### src/hdl/ctu_pkg.sv
// Package: register map, field positions and encodings of the charge-time unit
package ctu_pkg;
  // Printed offsets are not multiples of four: kept as indices
  localparam logic [11:0] CTU_IDX_CURRENT = 12'hfb1;
  localparam logic [11:0] CTU_IDX_EDGE = 12'hfb2;
  localparam logic [11:0] CTU_IDX_CTRLH = 12'hfb3;
  localparam int CTU_ADDR_W = 16;
  localparam logic [15:0] CTU_ADDR_CURRENT = 16'h3ec4;
  localparam logic [15:0] CTU_ADDR_EDGE = 16'h3ec8;
  localparam logic [15:0] CTU_ADDR_CTRLH = 16'h3ecc;
  localparam logic [7:0] CTU_RESET_VAL = 8'h00;
  // Control-high fields
  localparam int CTU_H_ENABLE = 7;
  localparam int CTU_H_UNUSED = 6;
  localparam int CTU_H_STOP_IDLE = 5;
  localparam int CTU_H_DELAY_GEN = 4;
  localparam int CTU_H_EDGE_PASS = 3;
  localparam int CTU_H_ORDER = 2;
  localparam int CTU_H_GROUND = 1;
  localparam int CTU_H_RESV = 0;
  localparam logic [7:0] CTU_H_WMASK = 8'hbe;
  // Edge config/status fields
  localparam int CTU_L_E2_POL = 7;
  localparam int CTU_L_E2_SRC = 5;
  localparam int CTU_L_E1_POL = 4;
  localparam int CTU_L_E1_SRC = 2;
  localparam int CTU_L_E2_STAT = 1;
  localparam int CTU_L_E1_STAT = 0;
  // Current control fields
  localparam int CTU_I_TRIM = 2;
  localparam int CTU_I_RANGE = 0;
  localparam logic [1:0] CTU_RANGE_OFF = 2'h0;
  // Edge source encodings
  typedef enum logic [1:0] {
    CTU_SRC_CAP2 = 2'b00,
    CTU_SRC_CAP1 = 2'b01,
    CTU_SRC_PIN2 = 2'b10,
    CTU_SRC_PIN1 = 2'b11
  } ctu_src_e;
  typedef enum logic [1:0] {
    CTU_PWR_RUN = 2'b00,
    CTU_PWR_IDLE = 2'b01,
    CTU_PWR_SLEEP = 2'b10,
    CTU_PWR_DEEP = 2'b11
  } ctu_pwr_e;
  // Raw edge sources, one bit each, indexed by source code
  typedef struct packed {
    logic pin1;
    logic pin2;
    logic cap1;
    logic cap2;
  } ctu_edges_s;
  typedef enum logic [1:0] {
    CTU_AXI_OKAY = 2'b00,
    CTU_AXI_SLVERR = 2'b10
  } ctu_resp_e;
endpackage

### src/hdl/ctu_core.sv
// Charge-time unit control: registers, edge status, current-source gating
//
// Our own choice: the AXI4-Lite slave port.
`timescale 1ns/1ps
module ctu_core
  import ctu_pkg::*;
(
  input wire logic i_clk,
  input wire logic i_reset,
  input wire logic [CTU_ADDR_W-1:0] i_awaddr,
  input wire logic i_awvalid,
  output logic o_awready,
  input wire logic [31:0] i_wdata,
  input wire logic [3:0] i_wstrb,
  input wire logic i_wvalid,
  output logic o_wready,
  output logic [1:0] o_bresp,
  output logic o_bvalid,
  input wire logic i_bready,
  input wire logic [CTU_ADDR_W-1:0] i_araddr,
  input wire logic i_arvalid,
  output logic o_arready,
  output logic [31:0] o_rdata,
  output logic [1:0] o_rresp,
  output logic o_rvalid,
  input wire logic i_rready,
  input wire ctu_edges_s i_edges,
  input wire ctu_pwr_e i_power_mode,
  input wire logic i_comparator_trip,
  output logic o_source_on,
  output logic o_source_ground,
  output logic [1:0] o_current_range,
  output logic [5:0] o_current_trim,
  output logic o_delay_pulse_out
);
  logic [7:0] ctrlh_ff;
  logic [7:0] edge_ff;
  logic [7:0] current_ff;
  logic [CTU_ADDR_W-1:0] awaddr_ff;
  logic aw_got_ff;
  logic [31:0] wdata_ff;
  logic w_got_ff;
  logic [CTU_ADDR_W-1:0] nxt_waddr;
  logic [31:0] nxt_wdata;
  logic do_write;
  logic wr_ctrlh;
  logic wr_edge;
  logic wr_current;
  logic ev1_raw;
  logic ev2_raw;
  logic ev1;
  logic ev2;
  logic sleeping;
  logic idle_stop;
  logic nxt_source_on;
  logic trip_last_ff;

  // ---------------- AXI4-Lite write path ----------------
  // Address and data may arrive in either order; each is held until both
  assign nxt_waddr = aw_got_ff ? awaddr_ff : i_awaddr;
  assign nxt_wdata = w_got_ff ? wdata_ff : i_wdata;
  assign do_write = (aw_got_ff || (i_awvalid && o_awready)) &&
                    (w_got_ff || (i_wvalid && o_wready)) && !o_bvalid;

  always_ff @(posedge i_clk) begin
    if (i_reset) begin
      o_awready <= 1'b0;
      o_wready <= 1'b0;
      aw_got_ff <= 1'b0;
      w_got_ff <= 1'b0;
      awaddr_ff <= '0;
      wdata_ff <= '0;
      o_bvalid <= 1'b0;
      o_bresp <= CTU_AXI_OKAY;
    end else begin
      if (do_write) begin
        aw_got_ff <= 1'b0;
        w_got_ff <= 1'b0;
        o_awready <= 1'b0;
        o_wready <= 1'b0;
        o_bvalid <= 1'b1;
        o_bresp <= (wr_ctrlh || wr_edge || wr_current) ?
                   CTU_AXI_OKAY : CTU_AXI_SLVERR;
      end else begin
        if (i_awvalid && o_awready) begin
          aw_got_ff <= 1'b1;
          awaddr_ff <= i_awaddr;
        end
        if (i_wvalid && o_wready) begin
          w_got_ff <= 1'b1;
          wdata_ff <= i_wdata;
        end
        o_awready <= !o_bvalid && !aw_got_ff &&
                     !(i_awvalid && o_awready);
        o_wready <= !o_bvalid && !w_got_ff && !(i_wvalid && o_wready);
        if (o_bvalid && i_bready) begin
          o_bvalid <= 1'b0;
        end
      end
    end
  end

  // Byte lane 0 carries the 8-bit register
  assign wr_ctrlh = nxt_waddr == CTU_ADDR_CTRLH;
  assign wr_edge = nxt_waddr == CTU_ADDR_EDGE;
  assign wr_current = nxt_waddr == CTU_ADDR_CURRENT;

  // ---------------- Registers ----------------
  always_ff @(posedge i_clk) begin
    if (i_reset) begin
      ctrlh_ff <= CTU_RESET_VAL;
    end else if (do_write && wr_ctrlh && i_wstrb_l0()) begin
      // Bits 6 and 0 hold no storage
      ctrlh_ff <= nxt_wdata[7:0] & CTU_H_WMASK;
    end
  end

  always_ff @(posedge i_clk) begin
    if (i_reset) begin
      current_ff <= CTU_RESET_VAL;
    end else if (do_write && wr_current && i_wstrb_l0()) begin
      current_ff <= nxt_wdata[7:0];
    end
  end

  function automatic logic i_wstrb_l0();
    i_wstrb_l0 = i_wstrb[0];
  endfunction

  // ---------------- Edge detection ----------------
  ctu_edge_det u_edge1 (
    .i_clk(i_clk),
    .i_reset(i_reset),
    .i_edges(i_edges),
    .i_source(edge_ff[CTU_L_E1_SRC +: 2]),
    .i_rising(edge_ff[CTU_L_E1_POL]),
    .o_event(ev1_raw)
  );

  ctu_edge_det u_edge2 (
    .i_clk(i_clk),
    .i_reset(i_reset),
    .i_edges(i_edges),
    .i_source(edge_ff[CTU_L_E2_SRC +: 2]),
    .i_rising(edge_ff[CTU_L_E2_POL]),
    .o_event(ev2_raw)
  );

  // Edges count only when the unit runs and edges pass
  assign ev1 = ev1_raw && ctrlh_ff[CTU_H_ENABLE] &&
               ctrlh_ff[CTU_H_EDGE_PASS];
  assign ev2 = ev2_raw && ctrlh_ff[CTU_H_ENABLE] &&
               ctrlh_ff[CTU_H_EDGE_PASS] &&
               (!ctrlh_ff[CTU_H_ORDER] || edge_ff[CTU_L_E1_STAT]);

  // Hardware set wins over a software clear in the same cycle
  always_ff @(posedge i_clk) begin
    if (i_reset) begin
      edge_ff <= CTU_RESET_VAL;
    end else begin
      if (do_write && wr_edge && i_wstrb[0]) begin
        edge_ff <= nxt_wdata[7:0];
      end
      if (ev1) begin
        edge_ff[CTU_L_E1_STAT] <= 1'b1;
      end
      if (ev2) begin
        edge_ff[CTU_L_E2_STAT] <= 1'b1;
      end
    end
  end

  // ---------------- Current source gating ----------------
  assign sleeping = i_power_mode == CTU_PWR_SLEEP ||
                    i_power_mode == CTU_PWR_DEEP;
  assign idle_stop = i_power_mode == CTU_PWR_IDLE &&
                     ctrlh_ff[CTU_H_STOP_IDLE];
  assign nxt_source_on = ctrlh_ff[CTU_H_ENABLE] &&
                         current_ff[CTU_I_RANGE +: 2] != CTU_RANGE_OFF &&
                         !ctrlh_ff[CTU_H_GROUND] && !sleeping &&
                         !idle_stop && edge_ff[CTU_L_E1_STAT] &&
                         !edge_ff[CTU_L_E2_STAT];

  always_ff @(posedge i_clk) begin
    if (i_reset) begin
      o_source_on <= 1'b0;
      o_source_ground <= 1'b0;
      o_current_range <= CTU_RANGE_OFF;
      o_current_trim <= '0;
    end else begin
      o_source_on <= nxt_source_on;
      o_source_ground <= ctrlh_ff[CTU_H_GROUND];
      o_current_range <= current_ff[CTU_I_RANGE +: 2];
      o_current_trim <= current_ff[CTU_I_TRIM +: 6];
    end
  end

  // Trip is an on-chip comparator result, already synchronous
  always_ff @(posedge i_clk) begin
    if (i_reset) begin
      trip_last_ff <= 1'b0;
      o_delay_pulse_out <= 1'b0;
    end else begin
      trip_last_ff <= i_comparator_trip;
      o_delay_pulse_out <= ctrlh_ff[CTU_H_DELAY_GEN] &&
                           ctrlh_ff[CTU_H_ENABLE] &&
                           i_comparator_trip && !trip_last_ff;
    end
  end

  // ---------------- Read path ----------------
  always_ff @(posedge i_clk) begin
    if (i_reset) begin
      o_arready <= 1'b0;
      o_rvalid <= 1'b0;
      o_rdata <= '0;
      o_rresp <= CTU_AXI_OKAY;
    end else begin
      if (i_arvalid && o_arready) begin
        o_arready <= 1'b0;
        o_rvalid <= 1'b1;
        o_rresp <= CTU_AXI_OKAY;
        unique case (i_araddr)
          CTU_ADDR_CTRLH: o_rdata <= {24'h000000, ctrlh_ff};
          CTU_ADDR_EDGE: o_rdata <= {24'h000000, edge_ff};
          CTU_ADDR_CURRENT: o_rdata <= {24'h000000, current_ff};
          default: begin
            o_rdata <= '0;
            o_rresp <= CTU_AXI_SLVERR;
          end
        endcase
      end else begin
        o_arready <= !o_rvalid;
        if (o_rvalid && i_rready) begin
          o_rvalid <= 1'b0;
        end
      end
    end
  end

  // ---------------- Assertions ----------------
  a_sleep_source_off: assert property (@(posedge i_clk) disable iff (i_reset)
    sleeping |=> !o_source_on)
    else $error("source on during sleep");
  a_idle_stop_off: assert property (@(posedge i_clk) disable iff (i_reset)
    idle_stop |=> !o_source_on)
    else $error("source on during idle stop");
  a_reset_clears: assert property (@(posedge i_clk)
    i_reset |=> ctrlh_ff == 8'h00 && edge_ff == 8'h00 &&
    current_ff == 8'h00)
    else $error("registers not cleared by reset");
  a_reset_no_charge: assert property (@(posedge i_clk)
    i_reset |=> ##1 !o_source_on)
    else $error("charging survived reset");
  a_bit6_zero: assert property (@(posedge i_clk) disable iff (i_reset)
    !ctrlh_ff[CTU_H_UNUSED] && !ctrlh_ff[CTU_H_RESV])
    else $error("unimplemented bit set");
  a_blocked_edges: assert property (@(posedge i_clk) disable iff (i_reset)
    !ctrlh_ff[CTU_H_EDGE_PASS] && !edge_ff[CTU_L_E1_STAT] &&
    !(do_write && wr_edge) |=> !edge_ff[CTU_L_E1_STAT])
    else $error("edge passed while blocked");
  a_edge_order: assert property (@(posedge i_clk) disable iff (i_reset)
    ctrlh_ff[CTU_H_ORDER] && !edge_ff[CTU_L_E1_STAT] &&
    !edge_ff[CTU_L_E2_STAT] && !(do_write && wr_edge)
    |=> !edge_ff[CTU_L_E2_STAT])
    else $error("edge 2 before edge 1");
  a_edge1_sets: assert property (@(posedge i_clk) disable iff (i_reset)
    ev1 |=> edge_ff[CTU_L_E1_STAT])
    else $error("edge 1 status missed");
  a_edge2_sets: assert property (@(posedge i_clk) disable iff (i_reset)
    ev2 |=> edge_ff[CTU_L_E2_STAT])
    else $error("edge 2 status missed");
  a_ground_blocks: assert property (@(posedge i_clk) disable iff (i_reset)
    ctrlh_ff[CTU_H_GROUND] |=> o_source_ground && !o_source_on)
    else $error("ground not applied");
  a_source_on_cause: assert property (@(posedge i_clk) disable iff (i_reset)
    $rose(o_source_on) |-> $past(edge_ff[CTU_L_E1_STAT]) &&
    $past(ctrlh_ff[CTU_H_ENABLE]))
    else $error("source on without cause");
  a_pulse_gated: assert property (@(posedge i_clk) disable iff (i_reset)
    o_delay_pulse_out |-> $past(ctrlh_ff[CTU_H_DELAY_GEN]))
    else $error("pulse without delay gen");
  a_pulse_trip: assert property (@(posedge i_clk) disable iff (i_reset)
    ctrlh_ff[CTU_H_DELAY_GEN] && ctrlh_ff[CTU_H_ENABLE] &&
    $rose(i_comparator_trip) |=> o_delay_pulse_out ##1
    !o_delay_pulse_out)
    else $error("trip pulse wrong");

  c_charge: cover property (@(posedge i_clk) $rose(o_source_on));
  c_both_edges: cover property (@(posedge i_clk)
    edge_ff[CTU_L_E1_STAT] ##[1:20] edge_ff[CTU_L_E2_STAT]);
  c_pulse: cover property (@(posedge i_clk) o_delay_pulse_out);
  c_bad_read: cover property (@(posedge i_clk)
    o_rvalid && o_rresp == CTU_AXI_SLVERR);
endmodule

### src/hdl/ctu_edge_det.sv
// One edge detector: source select, polarity, single-shot event pulse
`timescale 1ns/1ps
module ctu_edge_det
  import ctu_pkg::*;
(
  input wire logic i_clk,
  input wire logic i_reset,
  input wire ctu_edges_s i_edges,
  input wire logic [1:0] i_source,
  input wire logic i_rising,
  output logic o_event
);
  logic [3:0] src_vec;
  logic sel;
  logic last_ff;
  logic primed_ff;

  assign src_vec = {i_edges.pin1, i_edges.pin2, i_edges.cap1, i_edges.cap2};
  assign sel = src_vec[i_source];

  // Primed after one sample so leaving reset gives no false edge; a source switch still can
  always_ff @(posedge i_clk) begin
    if (i_reset) begin
      last_ff <= 1'b0;
      primed_ff <= 1'b0;
    end else begin
      last_ff <= sel;
      primed_ff <= 1'b1;
    end
  end

  // One pulse per transition of the chosen polarity
  assign o_event = primed_ff && (i_rising ? (sel && !last_ff)
                                          : (!sel && last_ff));
endmodule

### config.mk
export PLATFORM = sky130hd
export DESIGN_NAME = ctu_core
export DESIGN_NICKNAME = d
export VERILOG_FILES = /design/src/hdl/ctu_pkg.sv /design/src/hdl/ctu_core.sv /design/src/hdl/ctu_edge_det.sv
export SDC_FILE = /design/constraint.sdc
export NUM_CORES = 1
export LEC_CHECK = 0
export ABC_CLOCK_PERIOD_IN_PS = 2500
export BUFFER_PORTS_ARGS = -buffer_cell sky130_fd_sc_hd__buf_2
export CAP_MARGIN = 20
export CORE_ASPECT_RATIO = 0.5
export CORE_MARGIN = 1.5
export CORE_UTILIZATION = 25
export CTS_CLUSTER_DIAMETER = 100
export DETAILED_ROUTE_END_ITERATION = 8
export PLACE_DENSITY = 0.53
export SLEW_MARGIN = 25
export SYNTH_ARGS = -nofsm -noshare
export SYNTH_HDL_FRONTEND = slang
export SYNTH_SLANG_ARGS = --single-unit
### constraint.sdc
create_clock -name i_clk -period 2.5 [get_ports i_clk]
set_input_delay 0.75 -clock i_clk [delete_from_list [all_inputs] [get_ports i_clk]]
set_output_delay 0.75 -clock i_clk [all_outputs]
set_load 0.1 [all_outputs]
==> impl_results.html, run 1 <==
<table>
<tr><th>Metric</th><th>Value</th></tr>
<tr><th colspan="2">Cells and area</th></tr>
<tr><td>Layout overhead on the synthesized area</td><td>28.0%</td></tr>
<tr><td>Area of all sequential standard cells</td><td>between 1500 and 2000 um^2</td></tr>
<tr><td>Core Util, Final</td><td>between 30% and 40%</td></tr>
<tr><td>Fillcell total</td><td>around 1400</td></tr>
<tr><td>Area used by multi-input combinational logic</td><td>~1700 um^2</td></tr>
<tr><td>Number of nets in the final layout</td><td>520</td></tr>
<tr><td>Fraction of final layout cells sized beyond drive strength 1</td><td>33.3%</td></tr>
<tr><td>Fin area</td><td>~4500 um^2</td></tr>
<tr><th colspan="2">Yosys</th></tr>
<tr><td>Most area-hungry cell type in the Yosys netlist</td><td>sky130_fd_sc_hd__dfxtp_1</td></tr>
<tr><td>Netlist area before placement</td><td>roughly 3500 um^2</td></tr>
<tr><td>Most instantiated flip-flop cell in the synthesis netlist</td><td>sky130_fd_sc_hd__dfxtp_1</td></tr>
<tr><td>#FFs+latches synth</td><td>slightly below 80</td></tr>
<tr><td>Sequential element share of the synthesized area</td><td>about 45%</td></tr>
<tr><td>Synth warn</td><td>0</td></tr>
<tr><td>Mapped Cells</td><td>approximately 340</td></tr>
<tr><td>Count of flip-flops with a built-in enable after synthesis</td><td>0</td></tr>
<tr><td>Most frequent cell after synthesis</td><td>sky130_fd_sc_hd__dfxtp_1</td></tr>
<tr><td>Synth Area per Inst</td><td>approximately 10 um^2</td></tr>
<tr><td>Top cells by count, synth</td><td>sky130_fd_sc_hd__dfxtp_1 (78), sky130_fd_sc_hd__nor2_1 (43), sky130_fd_sc_hd__mux2i_1 (34)</td></tr>
<tr><td>Proportion of register bits with asynchronous set or reset after synthesis</td><td>0%</td></tr>
<tr><td>Synth top area cells</td><td>sky130_fd_sc_hd__dfxtp_1 (45%), sky130_fd_sc_hd__mux2i_1 (9.7%), sky130_fd_sc_hd__buf_4 (5.8%), sky130_fd_sc_hd__nor2_1 (4.6%), sky130_fd_sc_hd__mux2_2 (3.2%)</td></tr>
<tr><td>Number of distinct library cells after synthesis</td><td>52</td></tr>
<tr><td>Share of the synthesized area in the top cell type</td><td>44.6%</td></tr>
<tr><th colspan="2">Setup path</th></tr>
<tr><td>Number of cells on the worst reg-to-reg path</td><td>6</td></tr>
<tr><td>Startpoint of the worst setup timing path</td><td>aw_got_ff</td></tr>
<tr><td>Terminus of the critical flop-to-flop path</td><td>ctrlh_ff[1]</td></tr>
<tr><td>Arrival time at the worst endpoint</td><td>around 2400 ps</td></tr>
<tr><td>Category of the worst setup path capture point</td><td>flop</td></tr>
<tr><td>Cells traversed along the worst timing path</td><td>nand4bb_1, nor4_4, o221ai_2, or3b_1, buf_4, mux2_4</td></tr>
<tr><td>Crit path max-delay cell type</td><td>sky130_fd_sc_hd__dfxtp_1</td></tr>
<tr><td>Register-to-register path setup slack</td><td>~270 ps</td></tr>
<tr><td>CP startpoint kind</td><td>flop</td></tr>
<tr><td>Crit Reg-Reg Startpoint</td><td>aw_got_ff</td></tr>
<tr><td>Worst path required time</td><td>between 2000 and 3000 ps</td></tr>
<tr><td>Delay contributed by the slowest stage of the critical path</td><td>around 540 ps</td></tr>
<tr><td>Crit path max fanout</td><td>7</td></tr>
<tr><td>WS Path Type</td><td>reg -&gt; reg</td></tr>
<tr><th colspan="2">Timing</th></tr>
<tr><td>Setup violation total in the final timing report</td><td>0</td></tr>
<tr><td>Final worst-path cycle share</td><td>roughly nine tenths</td></tr>
<tr><td>Pin slew with the least headroom to its limit</td><td>between 600 and 700 ps</td></tr>
<tr><td>Count of final hold-check violations</td><td>0</td></tr>
<tr><td>Clk_skew</td><td>approximately 5.5 ps</td></tr>
<tr><td>Time the final worst path needs with I/O delays and setup</td><td>around 2200 ps</td></tr>
<tr><td>Max-slew violation total from the final report</td><td>0</td></tr>
<tr><td>Worst slack on hold paths</td><td>roughly 380 ps</td></tr>
<tr><td>Highest clock frequency the design can meet</td><td>around 0.45 GHz</td></tr>
<tr><td>RSZ-0062 raised after global routing</td><td>no</td></tr>
<tr><td>Total negative setup slack</td><td>0 ps</td></tr>
<tr><td>Worst-case setup margin in the final layout</td><td>between 200 and 300 ps</td></tr>
<tr><td>Normalized max-slew margin</td><td>between 50% and 60%</td></tr>
<tr><th colspan="2">Global route</th></tr>
<tr><td>Overall overflow remaining after global route</td><td>0</td></tr>
<tr><td>Vias in the first global route</td><td>approximately 2600</td></tr>
<tr><td>Largest net degree at the start of global routing</td><td>21</td></tr>
<tr><td>Global-route wire length before repair</td><td>around 13000 um</td></tr>
<tr><td>Global router's overall resource usage</td><td>around an eighth</td></tr>
<tr><td>Initial antenna violation count</td><td>1</td></tr>
<tr><th colspan="2">Hold path</th></tr>
<tr><td>Endpoint of the worst hold path</td><td>o_delay_pulse_out</td></tr>
<tr><td>Launch instance of the worst min-delay path</td><td>trip_last_ff</td></tr>
<tr><td>Class of the worst hold path</td><td>reg -&gt; reg</td></tr>
<tr><td>Number of instances on the worst hold path</td><td>1</td></tr>
<tr><th colspan="2">Routing</th></tr>
<tr><td>Post-route DRC violation count</td><td>0</td></tr>
<tr><td>First-pass DRT Iterations</td><td>4</td></tr>
<tr><td>Iteration-0 DRC count of the detailed router</td><td>120</td></tr>
<tr><td>Per-cell routed wire length</td><td>between 10 and 15 um</td></tr>
<tr><td>Vias</td><td>approximately 2700</td></tr>
<tr><td>Post-Route WL</td><td>between 8000 and 9000 um</td></tr>
<tr><td>Antenna Violating Nets Remaining</td><td>0</td></tr>
<tr><td>Average via count per standard cell</td><td>about 4.2</td></tr>
<tr><th colspan="2">Clocking</th></tr>
<tr><td>CTS Root Cell</td><td>sky130_fd_sc_hd__clkbuf_16</td></tr>
<tr><td>Post-cts gate resize count</td><td>0</td></tr>
<tr><td>Clock Pin Slew Worst Setup and Hold Paths</td><td>around 60 ps</td></tr>
<tr><td>Hold-fix buffers, CTS</td><td>0</td></tr>
<tr><td>TritonCTS Buffers</td><td>9</td></tr>
<tr><td>Number of buffers on the longest clock path</td><td>2</td></tr>
<tr><td>Number of levels the H-tree was split into</td><td>3</td></tr>
<tr><td>Worst-Skew Late Latency</td><td>about 330 ps</td></tr>
<tr><td>Clock sink total</td><td>78</td></tr>
<tr><td>TritonCTS clock tree</td><td>done</td></tr>
<tr><td>Post-CTS setup buffer count</td><td>0</td></tr>
<tr><th colspan="2">Power and ir drop</th></tr>
<tr><td>Total power divided by cell area</td><td>between 700 and 800 nW/um^2</td></tr>
<tr><td>Static leakage power</td><td>slightly above 2 nW</td></tr>
<tr><td>IR drop worst, VDD</td><td>between 0.0003 and 0.0004 V</td></tr>
<tr><th colspan="2">Placed design</th></tr>
<tr><td>Quantity of I/O buffers inserted on ports</td><td>80</td></tr>
<tr><td>Area of placed instances</td><td>a little over 4000 um^2</td></tr>
<tr><td>Routability cong.</td><td>0.704</td></tr>
<tr><td>Worst slack at placement</td><td>-61.8 ps</td></tr>
<tr><td>Post-DP HPWL</td><td>approximately 6400 um</td></tr>
<tr><th colspan="2">Floorplan</th></tr>
<tr><td>Number of rows created at floorplan</td><td>30</td></tr>
<tr><td>I/O pin cnt</td><td>between 100 and 150</td></tr>
<tr><td>Starting density of the core</td><td>25.7%</td></tr>
<tr><td>Die Span X</td><td>around 170 um</td></tr>
<tr><td>Core ar.</td><td>~14000 um^2</td></tr>
<tr><td>Die ar.</td><td>approximately 15000 um^2</td></tr>
<tr><td>Vertical die dimension</td><td>approximately 87 um</td></tr>
<tr><th colspan="2">Status</th></tr>
<tr><td>Result of the run</td><td>completed</td></tr>
<tr><th colspan="2">Job</th></tr>
<tr><td>Maximum Capacitance Violations</td><td>0</td></tr>
</table>
## layout make-up
type,instances,share of cell area (%)
Tap cell,192,5.36
Clock inverter,4,2.12
Antenna cell,1,0.0558
Timing Repair Buffer,103,13.1
Sequential cell,78,34.9
Inverter,3,0.251
Multi-Input combinational cell,243,38.9
Clock buffer,11,5.41
## layout by cell type, fill, tap and decap left out, types with 4 or more instances in the layout
| master | n |
|---|---|
| sky130_fd_sc_hd__conb_1 | 26 |
| sky130_fd_sc_hd__mux2_1 | 4 |
| sky130_fd_sc_hd__mux2i_1 | 34 |
| sky130_fd_sc_hd__buf_2 | 80 |
| sky130_fd_sc_hd__clkbuf_16 | 9 |
| sky130_fd_sc_hd__mux2_2 | 10 |
| sky130_fd_sc_hd__a211oi_1 | 4 |
| sky130_fd_sc_hd__nand2_1 | 6 |
| sky130_fd_sc_hd__nor3_1 | 6 |
| sky130_fd_sc_hd__mux2_4 | 5 |
| sky130_fd_sc_hd__a21oi_1 | 9 |
| sky130_fd_sc_hd__a22oi_1 | 8 |
| sky130_fd_sc_hd__a22o_1 | 8 |
| sky130_fd_sc_hd__nand4b_1 | 5 |
| sky130_fd_sc_hd__nor2b_1 | 16 |
| sky130_fd_sc_hd__dfxtp_1 | 76 |
| sky130_fd_sc_hd__buf_4 | 22 |
| sky130_fd_sc_hd__nor2_1 | 43 |
| sky130_fd_sc_hd__o21ai_0 | 7 |
| sky130_fd_sc_hd__or3_1 | 6 |
## power by group
part	internal (W)	switching, W	leakage [nW]
sequential	0.00128	0.0000280	0.633
combinational	0.000131	0.000379	1.24
clock	0.000995	0.000474	0.166
## registers in the layout, indices dropped and copies added, names as in the netlist, 2 cells and up
| name | cells |
|---|---|
| current_ff | 8 |
| o_current_range | 2 |
| ctrlh_ff | 6 |
| awaddr_ff | 16 |
| o_current_trim | 6 |
| edge_ff | 8 |
| wdata_ff | 8 |
| o_rdata | 8 |
## routing by layer
metal | GRT usage [%] | part of all wire [%] | wire, um | vias to the layer above
li1 | - | - | - | 1364
met5 | 0 | 0 | 0 | -
met1 | 14.0 | 45 | 3730 | 1260
met3 | 5.62 | 8.8 | 726 | 2
met4 | 3.38 | 0.53 | 44 | 0
met2 | 19.2 | 45 | 3740 | 68
## per-stage QoR
step | power (W) | std cells
floorplan | 0.00176 | 368
global placement | 0.00185 | 619
detailed placement | 0.00185 | 619
CTS | 0.00334 | 634
global route | 0.00342 | 634
finish | 0.00329 | 635
## how the worst max path moves through the flow
stage | endpoint | slack, ps | depth (start not counted)
floorplan | ctrlh_ff[1] | 60 | 6
global placement | ctrlh_ff[4] | -50 | 8
detailed placement | ctrlh_ff[4] | -60 | 8
CTS | ctrlh_ff[4] | 230 | 6
global route | ctrlh_ff[1] | 140 | 6
finish | ctrlh_ff[1] | 270 | 6
## cells by family after synthesis
logic type             after synthesis  synth area share [%]
buffers and inverters               47                  8.39
flip-flops                          78                  44.6
multiplexers                        55                  17.6
AND/OR/NAND/NOR                    111                  18.6
other                                1                 0.107
AO/OA/AOI/OAI                       51                  10.7
## critical path: cells and delay by family (launching register included)
| family | cells | cell delay [ps] |
|---|---|---|
| compound gates | 1 | 180 |
| buf+inv | 1 | 180 |
| flops | 1 | 540 |
| mux | 1 | 290 |
| simple gates | 3 | 920 |
Note: power is estimated with default switching activity, not from simulation.
==> inputs of run 2 (changes only) <==
- ABC_CLOCK_PERIOD_IN_PS: 2500 -> 2400
- clock period: 2.5 -> 2.4 ns (I/O delays scaled with it)
==> impl_results.html, run 2 (synthesized netlist as in run 1, its figures left out) <==
<table>
<tr><th>Metric</th><th>Value</th></tr>
<tr><th colspan="2">Setup path</th></tr>
<tr><td>Arrival time at the worst endpoint</td><td>2470 ps (+30 ps)</td></tr>
<tr><td>Crit Reg-Reg Startpoint</td><td>aw_got_ff</td></tr>
<tr><td>CP startpoint kind</td><td>flop</td></tr>
<tr><td>WS Path Type</td><td>reg -&gt; reg</td></tr>
<tr><td>Crit path max-delay cell type</td><td>sky130_fd_sc_hd__dfxtp_1</td></tr>
<tr><td>Cells traversed along the worst timing path</td><td>nand4bb_1, nor4_4, o221ai_2, or3b_1, buf_4, mux2_4</td></tr>
<tr><td>Worst path required time</td><td>2620 ps (-90 ps)</td></tr>
<tr><td>Startpoint of the worst setup timing path</td><td>aw_got_ff</td></tr>
<tr><td>Crit path max fanout</td><td>7 (unchanged)</td></tr>
<tr><td>Delay contributed by the slowest stage of the critical path</td><td>550 ps (about the same)</td></tr>
<tr><td>Category of the worst setup path capture point</td><td>flop</td></tr>
<tr><th colspan="2">Clocking</th></tr>
<tr><td>TritonCTS Buffers</td><td>9 (unchanged)</td></tr>
<tr><td>Worst-Skew Late Latency</td><td>330 ps (about the same)</td></tr>
<tr><td>CTS Root Cell</td><td>sky130_fd_sc_hd__clkbuf_16</td></tr>
<tr><td>Clock Pin Slew Worst Setup and Hold Paths</td><td>60 ps (about the same)</td></tr>
<tr><td>Clock sink total</td><td>78 (unchanged)</td></tr>
<tr><td>Number of levels the H-tree was split into</td><td>3 (unchanged)</td></tr>
<tr><td>Hold-fix buffers, CTS</td><td>0 (unchanged)</td></tr>
<tr><td>Post-CTS setup buffer count</td><td>0 (unchanged)</td></tr>
<tr><td>Number of buffers on the longest clock path</td><td>2 (unchanged)</td></tr>
<tr><td>TritonCTS clock tree</td><td>done</td></tr>
<tr><td>Post-cts gate resize count</td><td>0 (unchanged)</td></tr>
<tr><th colspan="2">Placed design</th></tr>
<tr><td>Post-DP HPWL</td><td>6430 um (+0.95%)</td></tr>
<tr><td>Quantity of I/O buffers inserted on ports</td><td>80 (unchanged)</td></tr>
<tr><td>Routability cong.</td><td>0.716 (+1.7%)</td></tr>
<tr><td>Cells after DPL</td><td>624 (+0.81%)</td></tr>
<tr><th colspan="2">Hold path</th></tr>
<tr><td>Launch instance of the worst min-delay path</td><td>trip_last_ff</td></tr>
<tr><td>Class of the worst hold path</td><td>reg -&gt; reg</td></tr>
<tr><th colspan="2">Power and ir drop</th></tr>
<tr><td>Cell internal pwr</td><td>0.00241 W (+0.11%)</td></tr>
<tr><td>Total power divided by cell area</td><td>746 nW/um^2 (+1.6%)</td></tr>
<tr><td>Static leakage power</td><td>2.05 nW (+0.67%)</td></tr>
<tr><td>IR drop worst, VDD</td><td>0.000313 V (+2.3%)</td></tr>
<tr><td>Switching power as a share of total power</td><td>28.3% (+1.5 points)</td></tr>
<tr><td>Logic pwr share</td><td>16.0% (+0.5 points)</td></tr>
<tr><td>Total net switching power</td><td>0.000952 W (+8.0%)</td></tr>
<tr><td>Clock power frac</td><td>43.4% (-1.3 points)</td></tr>
<tr><td>Flop pwr share</td><td>40.6% (+0.8 points)</td></tr>
<tr><th colspan="2">Timing</th></tr>
<tr><td>Pin slew with the least headroom to its limit</td><td>563 ps (-54.5 ps)</td></tr>
<tr><td>Worst slack on hold paths</td><td>384 ps (+3.13 ps)</td></tr>
<tr><td>RSZ-0062 raised after global routing</td><td>no</td></tr>
<tr><td>Setup violation total in the final timing report</td><td>0 (unchanged)</td></tr>
<tr><td>Highest clock frequency the design can meet</td><td>0.445 GHz (-0.88%)</td></tr>
<tr><td>Max-slew violation total from the final report</td><td>0 (unchanged)</td></tr>
<tr><td>Final worst-path cycle share</td><td>93.7% (+4.5 points)</td></tr>
<tr><td>Count of final hold-check violations</td><td>0 (unchanged)</td></tr>
<tr><td>Time the final worst path needs with I/O delays and setup</td><td>2250 ps (+19.7 ps)</td></tr>
<tr><td>Clk_skew</td><td>4.53 ps (-0.998 ps)</td></tr>
<tr><td>Normalized max-slew margin</td><td>62.4% (+3.7 points)</td></tr>
<tr><th colspan="2">Routing</th></tr>
<tr><td>Antenna Violating Nets Remaining</td><td>0 (unchanged)</td></tr>
<tr><td>Per-cell routed wire length</td><td>13.0 um (about the same)</td></tr>
<tr><td>Vias</td><td>2696 (+0.074%)</td></tr>
<tr><td>First-pass DRT Iterations</td><td>4 (unchanged)</td></tr>
<tr><td>Post-Route WL</td><td>8330 um (+0.97%)</td></tr>
<tr><td>Iteration-0 DRC count of the detailed router</td><td>88 (-27%)</td></tr>
<tr><td>Post-route DRC violation count</td><td>0 (unchanged)</td></tr>
<tr><td>Average via count per standard cell</td><td>4.21 (-0.86%)</td></tr>
<tr><th colspan="2">Cells and area</th></tr>
<tr><td>Layout overhead on the synthesized area</td><td>28.7%</td></tr>
<tr><td>Flip-flop count of the largest register after layout</td><td>16 (unchanged)</td></tr>
<tr><td>Largest register by flop count</td><td>awaddr_ff</td></tr>
<tr><td>Number of nets in the final layout</td><td>525 (+0.96%)</td></tr>
<tr><td>Most frequent cells in the layout</td><td>sky130_fd_sc_hd__buf_2 (80), sky130_fd_sc_hd__dfxtp_1 (75), sky130_fd_sc_hd__nor2_1 (43)</td></tr>
<tr><td>Fin cells</td><td>641 (+0.94%)</td></tr>
<tr><td>Most common cell after layout, fill and taps aside</td><td>sky130_fd_sc_hd__buf_2</td></tr>
<tr><td>Fraction of final layout cells sized beyond drive strength 1</td><td>34.6% (+1.3 points)</td></tr>
<tr><td>Fillcell total</td><td>1413 (+0.14%)</td></tr>
<tr><th colspan="2">Job</th></tr>
<tr><td>Maximum Capacitance Violations</td><td>0 (unchanged)</td></tr>
<tr><th colspan="2">Floorplan</th></tr>
<tr><td>I/O pin cnt</td><td>134 (unchanged)</td></tr>
<tr><td>Die ar.</td><td>14800 um^2 (unchanged)</td></tr>
<tr><td>Vertical die dimension</td><td>86.7 um (unchanged)</td></tr>
<tr><td>Die Span X</td><td>170 um (unchanged)</td></tr>
<tr><td>Starting density of the core</td><td>25.7% (unchanged)</td></tr>
<tr><td>Core ar.</td><td>13600 um^2 (unchanged)</td></tr>
<tr><td>Number of rows created at floorplan</td><td>30 (unchanged)</td></tr>
<tr><th colspan="2">Global route</th></tr>
<tr><td>Global-route wire length before repair</td><td>13100 um (-0.58%)</td></tr>
<tr><td>Initial antenna violation count</td><td>1 (unchanged)</td></tr>
<tr><td>Largest net degree at the start of global routing</td><td>21 (unchanged)</td></tr>
<tr><td>Global router's overall resource usage</td><td>11.8% (about the same)</td></tr>
<tr><td>Vias in the first global route</td><td>2569 (-1.6%)</td></tr>
<tr><td>Overall overflow remaining after global route</td><td>0 (unchanged)</td></tr>
<tr><th colspan="2">Status</th></tr>
<tr><td>Result of the run</td><td>completed</td></tr>
</table>
-- run 2: final timing paths --
path	endpoint	slack, ps	cells past startpoint
hold reg to reg	o_delay_pulse_out	380	1
setup reg to reg	ctrlh_ff[5]	150	6
setup / recovery	ctrlh_ff[5]	150	6
hold / removal	o_delay_pulse_out	380	1
-- run 2: routing by layer --
metal  up-vias  global-route usage (%)  wire length (um)
li1       1375                       -                 -
met2        60                    18.7              3760
met1      1250                    14.4              3900
met3        11                    5.11               575
met5         -                       0                 0
met4         0                    4.10                91
-- run 2: critical path, delay by kind of cell, from the launching register on --
kind | cells | cell delay, ps
AO/OA/AOI/OAI | 1 | 180
buffers and inverters | 1 | 180
flip-flops | 1 | 550
multiplexers | 1 | 300
AND/OR/NAND/NOR | 3 | 920
-- run 2: power groups by stage --
stage	registers [W]	logic (W)	clock network (W)
after floorplan	0.00146	0.000375	0
after CTS	0.00136	0.000540	0.00150
final	0.00136	0.000538	0.00146
after detailed placement	0.00139	0.000539	0
after global routing	0.00137	0.000570	0.00157
after global placement	0.00139	0.000537	0
-- run 2: metrics by stage --
step	cell area, um^2	setup WS [ps]	setup TNS [ps]	util, %	power [W]
final	4510	150	0	33.1	0.00336
after global routing	4510	11.2	0	33.1	0.00351
after CTS	4510	127	0	33.1	0.00341
after detailed placement	4180	-144	-1120	30.7	0.00193
after global placement	4180	-120	-914	30.7	0.00193
after floorplan	3600	51.1	0	-	0.00183
-- run 2: layout make-up --
cell class | instances | area, um^2 | share of cell area (%)
diodes | 1 | 2.50 | 0.0555
repair buffers | 108 | 623 | 13.8
flip-flops and latches | 78 | 1570 | 34.7
well taps | 192 | 240 | 5.33
clock buffers | 10 | 239 | 5.30
clock inverters | 6 | 85.1 | 1.89
inverters | 3 | 11.3 | 0.250
multi-input cells | 243 | 1740 | 38.7
==> inputs of run 3 (changes only) <==
- ABC_CLOCK_PERIOD_IN_PS: 2400 -> 2200
- clock period: 2.4 -> 2.2 ns (I/O delays scaled with it)
==> impl_results.html, run 3 (synthesized netlist as in run 1, its figures left out) <==
<table>
<tr><th>Metric</th><th>Value</th></tr>
<tr><th colspan="2">Power and ir drop</th></tr>
<tr><td>PnR Total Power</td><td>0.00355 W (+5.4%)</td></tr>
<tr><td>Cell internal pwr</td><td>0.00252 W (+4.6%)</td></tr>
<tr><td>Total power divided by cell area</td><td>777 nW/um^2 (+4.1%)</td></tr>
<tr><td>Switching power as a share of total power</td><td>28.9% (+0.57 points)</td></tr>
<tr><td>Logic pwr share</td><td>17.0% (+1.0 points)</td></tr>
<tr><td>IR drop worst, VDD</td><td>0.000424 V (+36%)</td></tr>
<tr><td>Clock power frac</td><td>41.1% (-2.3 points)</td></tr>
<tr><td>Flop pwr share</td><td>41.9% (+1.3 points)</td></tr>
<tr><td>Static leakage power</td><td>2.09 nW (+2.2%)</td></tr>
<tr><td>Total net switching power</td><td>0.00102 W (+7.5%)</td></tr>
<tr><th colspan="2">Placed design</th></tr>
<tr><td>Worst slack at placement</td><td>-293 ps (-149 ps)</td></tr>
<tr><td>Routability cong.</td><td>0.753 (+5.2%)</td></tr>
<tr><td>Post-DP HPWL</td><td>6630 um (+3.1%)</td></tr>
<tr><td>Quantity of I/O buffers inserted on ports</td><td>80 (unchanged)</td></tr>
<tr><th colspan="2">Floorplan</th></tr>
<tr><td>Starting density of the core</td><td>25.7% (unchanged)</td></tr>
<tr><td>Die Span X</td><td>170 um (unchanged)</td></tr>
<tr><td>Vertical die dimension</td><td>86.7 um (unchanged)</td></tr>
<tr><td>I/O pin cnt</td><td>134 (unchanged)</td></tr>
<tr><td>Die ar.</td><td>14800 um^2 (unchanged)</td></tr>
<tr><td>Number of rows created at floorplan</td><td>30 (unchanged)</td></tr>
<tr><td>Core ar.</td><td>13600 um^2 (unchanged)</td></tr>
<tr><th colspan="2">Job</th></tr>
<tr><td>Maximum Capacitance Violations</td><td>0 (unchanged)</td></tr>
<tr><th colspan="2">Cells and area</th></tr>
<tr><td>Most frequent cells in the layout</td><td>sky130_fd_sc_hd__buf_2 (80), sky130_fd_sc_hd__dfxtp_1 (74), sky130_fd_sc_hd__nor2_1 (43)</td></tr>
<tr><td>Antenna cell count</td><td>0 (-1)</td></tr>
<tr><td>Fraction of final layout cells sized beyond drive strength 1</td><td>35.9% (+1.3 points)</td></tr>
<tr><td>Largest register by flop count</td><td>awaddr_ff</td></tr>
<tr><td>Flip-flop count of the largest register after layout</td><td>16 (unchanged)</td></tr>
<tr><td>Fillcell total</td><td>1408 (-0.35%)</td></tr>
<tr><td>Most common cell after layout, fill and taps aside</td><td>sky130_fd_sc_hd__buf_2</td></tr>
<tr><td>Layout overhead on the synthesized area</td><td>30.3%</td></tr>
<tr><td>Number of nets in the final layout</td><td>535 (+1.9%)</td></tr>
<tr><th colspan="2">Routing</th></tr>
<tr><td>Vias</td><td>2761 (+2.4%)</td></tr>
<tr><td>Antenna Violating Nets Remaining</td><td>0 (unchanged)</td></tr>
<tr><td>Post-Route WL</td><td>8450 um (+1.5%)</td></tr>
<tr><td>Post-route DRC violation count</td><td>0 (unchanged)</td></tr>
<tr><td>Per-cell routed wire length</td><td>13.0 um (+0.30%)</td></tr>
<tr><td>First-pass DRT Iterations</td><td>4 (unchanged)</td></tr>
<tr><td>Average via count per standard cell</td><td>4.25 (+1.1%)</td></tr>
<tr><td>Iteration-0 DRC count of the detailed router</td><td>106 (+20%)</td></tr>
<tr><th colspan="2">Setup path</th></tr>
<tr><td>Delay contributed by the slowest stage of the critical path</td><td>410 ps (-140 ps)</td></tr>
<tr><td>Category of the worst setup path capture point</td><td>flop</td></tr>
<tr><td>Family with the most delay on the worst path</td><td>simple AND/OR/NAND/NOR gates</td></tr>
<tr><td>Worst path required time</td><td>2420 ps (-200 ps)</td></tr>
<tr><td>CP startpoint kind</td><td>input port</td></tr>
<tr><td>Crit path max-delay cell type</td><td>sky130_fd_sc_hd__or3b_1</td></tr>
<tr><td>Arrival time at the worst endpoint</td><td>2330 ps (-140 ps)</td></tr>
<tr><td>Cells traversed along the worst timing path</td><td>buf_2, nand4b_1, nor4_4, o221ai_2, or3b_1, buf_6, mux2_4</td></tr>
<tr><td>Buffering stage count on the worst path with inverters included</td><td>2 (+1)</td></tr>
<tr><td>WS Path Type</td><td>in -&gt; reg</td></tr>
<tr><td>Crit path max fanout</td><td>6 (-1)</td></tr>
<tr><th colspan="2">Timing</th></tr>
<tr><td>Setup violation total in the final timing report</td><td>0 (unchanged)</td></tr>
<tr><td>Highest clock frequency the design can meet</td><td>~0.47 GHz</td></tr>
<tr><td>Final worst-path cycle share</td><td>about 96%</td></tr>
<tr><td>Total negative setup slack</td><td>0 ps (unchanged)</td></tr>
<tr><td>RSZ-0062 raised after global routing</td><td>no</td></tr>
<tr><td>Count of final hold-check violations</td><td>0 (unchanged)</td></tr>
<tr><td>Time the final worst path needs with I/O delays and setup</td><td>2110 ps</td></tr>
<tr><td>Worst-case setup margin in the final layout</td><td>93.6 ps (-56.9 ps)</td></tr>
<tr><td>Max-slew violation total from the final report</td><td>0 (unchanged)</td></tr>
<tr><td>Clk_skew</td><td>6.99 ps (+2.46 ps)</td></tr>
<tr><th colspan="2">Clocking</th></tr>
<tr><td>TritonCTS Buffers</td><td>9 (unchanged)</td></tr>
<tr><td>Number of buffers on the longest clock path</td><td>2 (unchanged)</td></tr>
<tr><td>Worst-Skew Late Latency</td><td>330 ps (about the same)</td></tr>
<tr><td>CTS Root Cell</td><td>sky130_fd_sc_hd__clkbuf_16</td></tr>
<tr><td>Hold-fix buffers, CTS</td><td>0 (unchanged)</td></tr>
<tr><td>Clock sink total</td><td>78 (unchanged)</td></tr>
<tr><td>Clock Pin Slew Worst Setup and Hold Paths</td><td>60 ps (about the same)</td></tr>
<tr><td>Number of levels the H-tree was split into</td><td>3 (unchanged)</td></tr>
<tr><td>TritonCTS clock tree</td><td>done</td></tr>
<tr><th colspan="2">Global route</th></tr>
<tr><td>Met2 usage in global routing</td><td>21.1% (+2.3 points)</td></tr>
<tr><td>Overall overflow remaining after global route</td><td>0 (unchanged)</td></tr>
<tr><td>Grt met1 use</td><td>14.6% (+0.20 points)</td></tr>
<tr><td>Vias in the first global route</td><td>2790 (+8.6%)</td></tr>
<tr><td>Largest net degree at the start of global routing</td><td>18 (-14%)</td></tr>
<tr><td>Initial antenna violation count</td><td>2 (+1)</td></tr>
<tr><td>Global-route wire length before repair</td><td>13700 um (+4.6%)</td></tr>
<tr><td>Met3 global-route usage</td><td>3.79% (-1.3 points)</td></tr>
<tr><td>Most Crowded Layer GR</td><td>met2</td></tr>
<tr><td>Global router's overall resource usage</td><td>12.1% (+0.35 points)</td></tr>
<tr><th colspan="2">Hold path</th></tr>
<tr><td>Class of the worst hold path</td><td>reg -&gt; reg</td></tr>
<tr><th colspan="2">Status</th></tr>
<tr><td>Result of the run</td><td>completed</td></tr>
</table>
[run 3: cell types whose count changed in the layout (fill, tap and decap cells not counted), sizes merged]
cell and delta:
buf +10, bufinv -1, clkbuf +1, clkinvlp -2, diode -1, inv +1
[run 3: path summary, 6_finish.rpt]
| kind | depth (start not counted) | to | start | slack, ps |
|---|---|---|---|---|
| setup / recovery | 7 | ctrlh_ff[4] | i_awaddr[14] | 90 |
| hold / removal | 1 | o_delay_pulse_out | trip_last_ff | 390 |
| setup reg to reg | 6 | ctrlh_ff[4] | aw_got_ff | 180 |
| hold reg to reg | 1 | o_delay_pulse_out | trip_last_ff | 390 |
[run 3: through the flow]
step | util, % | area, um^2 | cells | hold slack [ps]
6_report | 33.5 | 4570 | 649 | 386
5_1_grt | 33.5 | 4570 | 649 | 435
4_1_cts | 33.5 | 4560 | 649 | 390
3_5_place_dp | 31.3 | 4270 | 634 | 382
3_3_place_gp | 31.3 | 4270 | 634 | 372
2_1_floorplan | - | 3620 | 368 | 367
[run 3: per-layer routing]
layer / vias to the layer above / routed length (um) / part of all wire [%]
met3: 14 / 405 / 4.8
met2: 63 / 3900 / 46
met4: 2 / 101 / 1.2
met5: - / 12 / 0.14
li1: 1397 / - / -
met1: 1285 / 4040 / 48
[run 3: what timing repair did]
| item | in CTS | in global routing |
|---|---|---|
| setup endpoints to repair | 0 | 12 |
| buffers inserted | 0 | 0 |
| hold endpoints to repair | 0 | 0 |
| resized for setup | 0 | 2 |
[run 3: layout make-up]
type | instances | area, um^2 | share of cell area [%]
Clock buffer | 11 | 243 | 5.32
Clock inverter | 4 | 46.3 | 1.01
Inverter | 3 | 11.3 | 0.247
Multi-Input combinational cell | 243 | 1750 | 38.4
Sequential cell | 78 | 1570 | 34.4
Tap cell | 192 | 240 | 5.26
Timing Repair Buffer | 118 | 702 | 15.4
[run 3: power groups by stage]
stage / clock, W / sequential (W) / combinational [W]
3_3_place_gp: 0 / 0.00152 / 0.000601
6_report: 0.00146 / 0.00149 / 0.000604
5_1_grt: 0.00155 / 0.00149 / 0.000642
2_1_floorplan: 0 / 0.00159 / 0.000410
4_1_cts: 0.00150 / 0.00149 / 0.000607
3_5_place_dp: 0 / 0.00152 / 0.000606
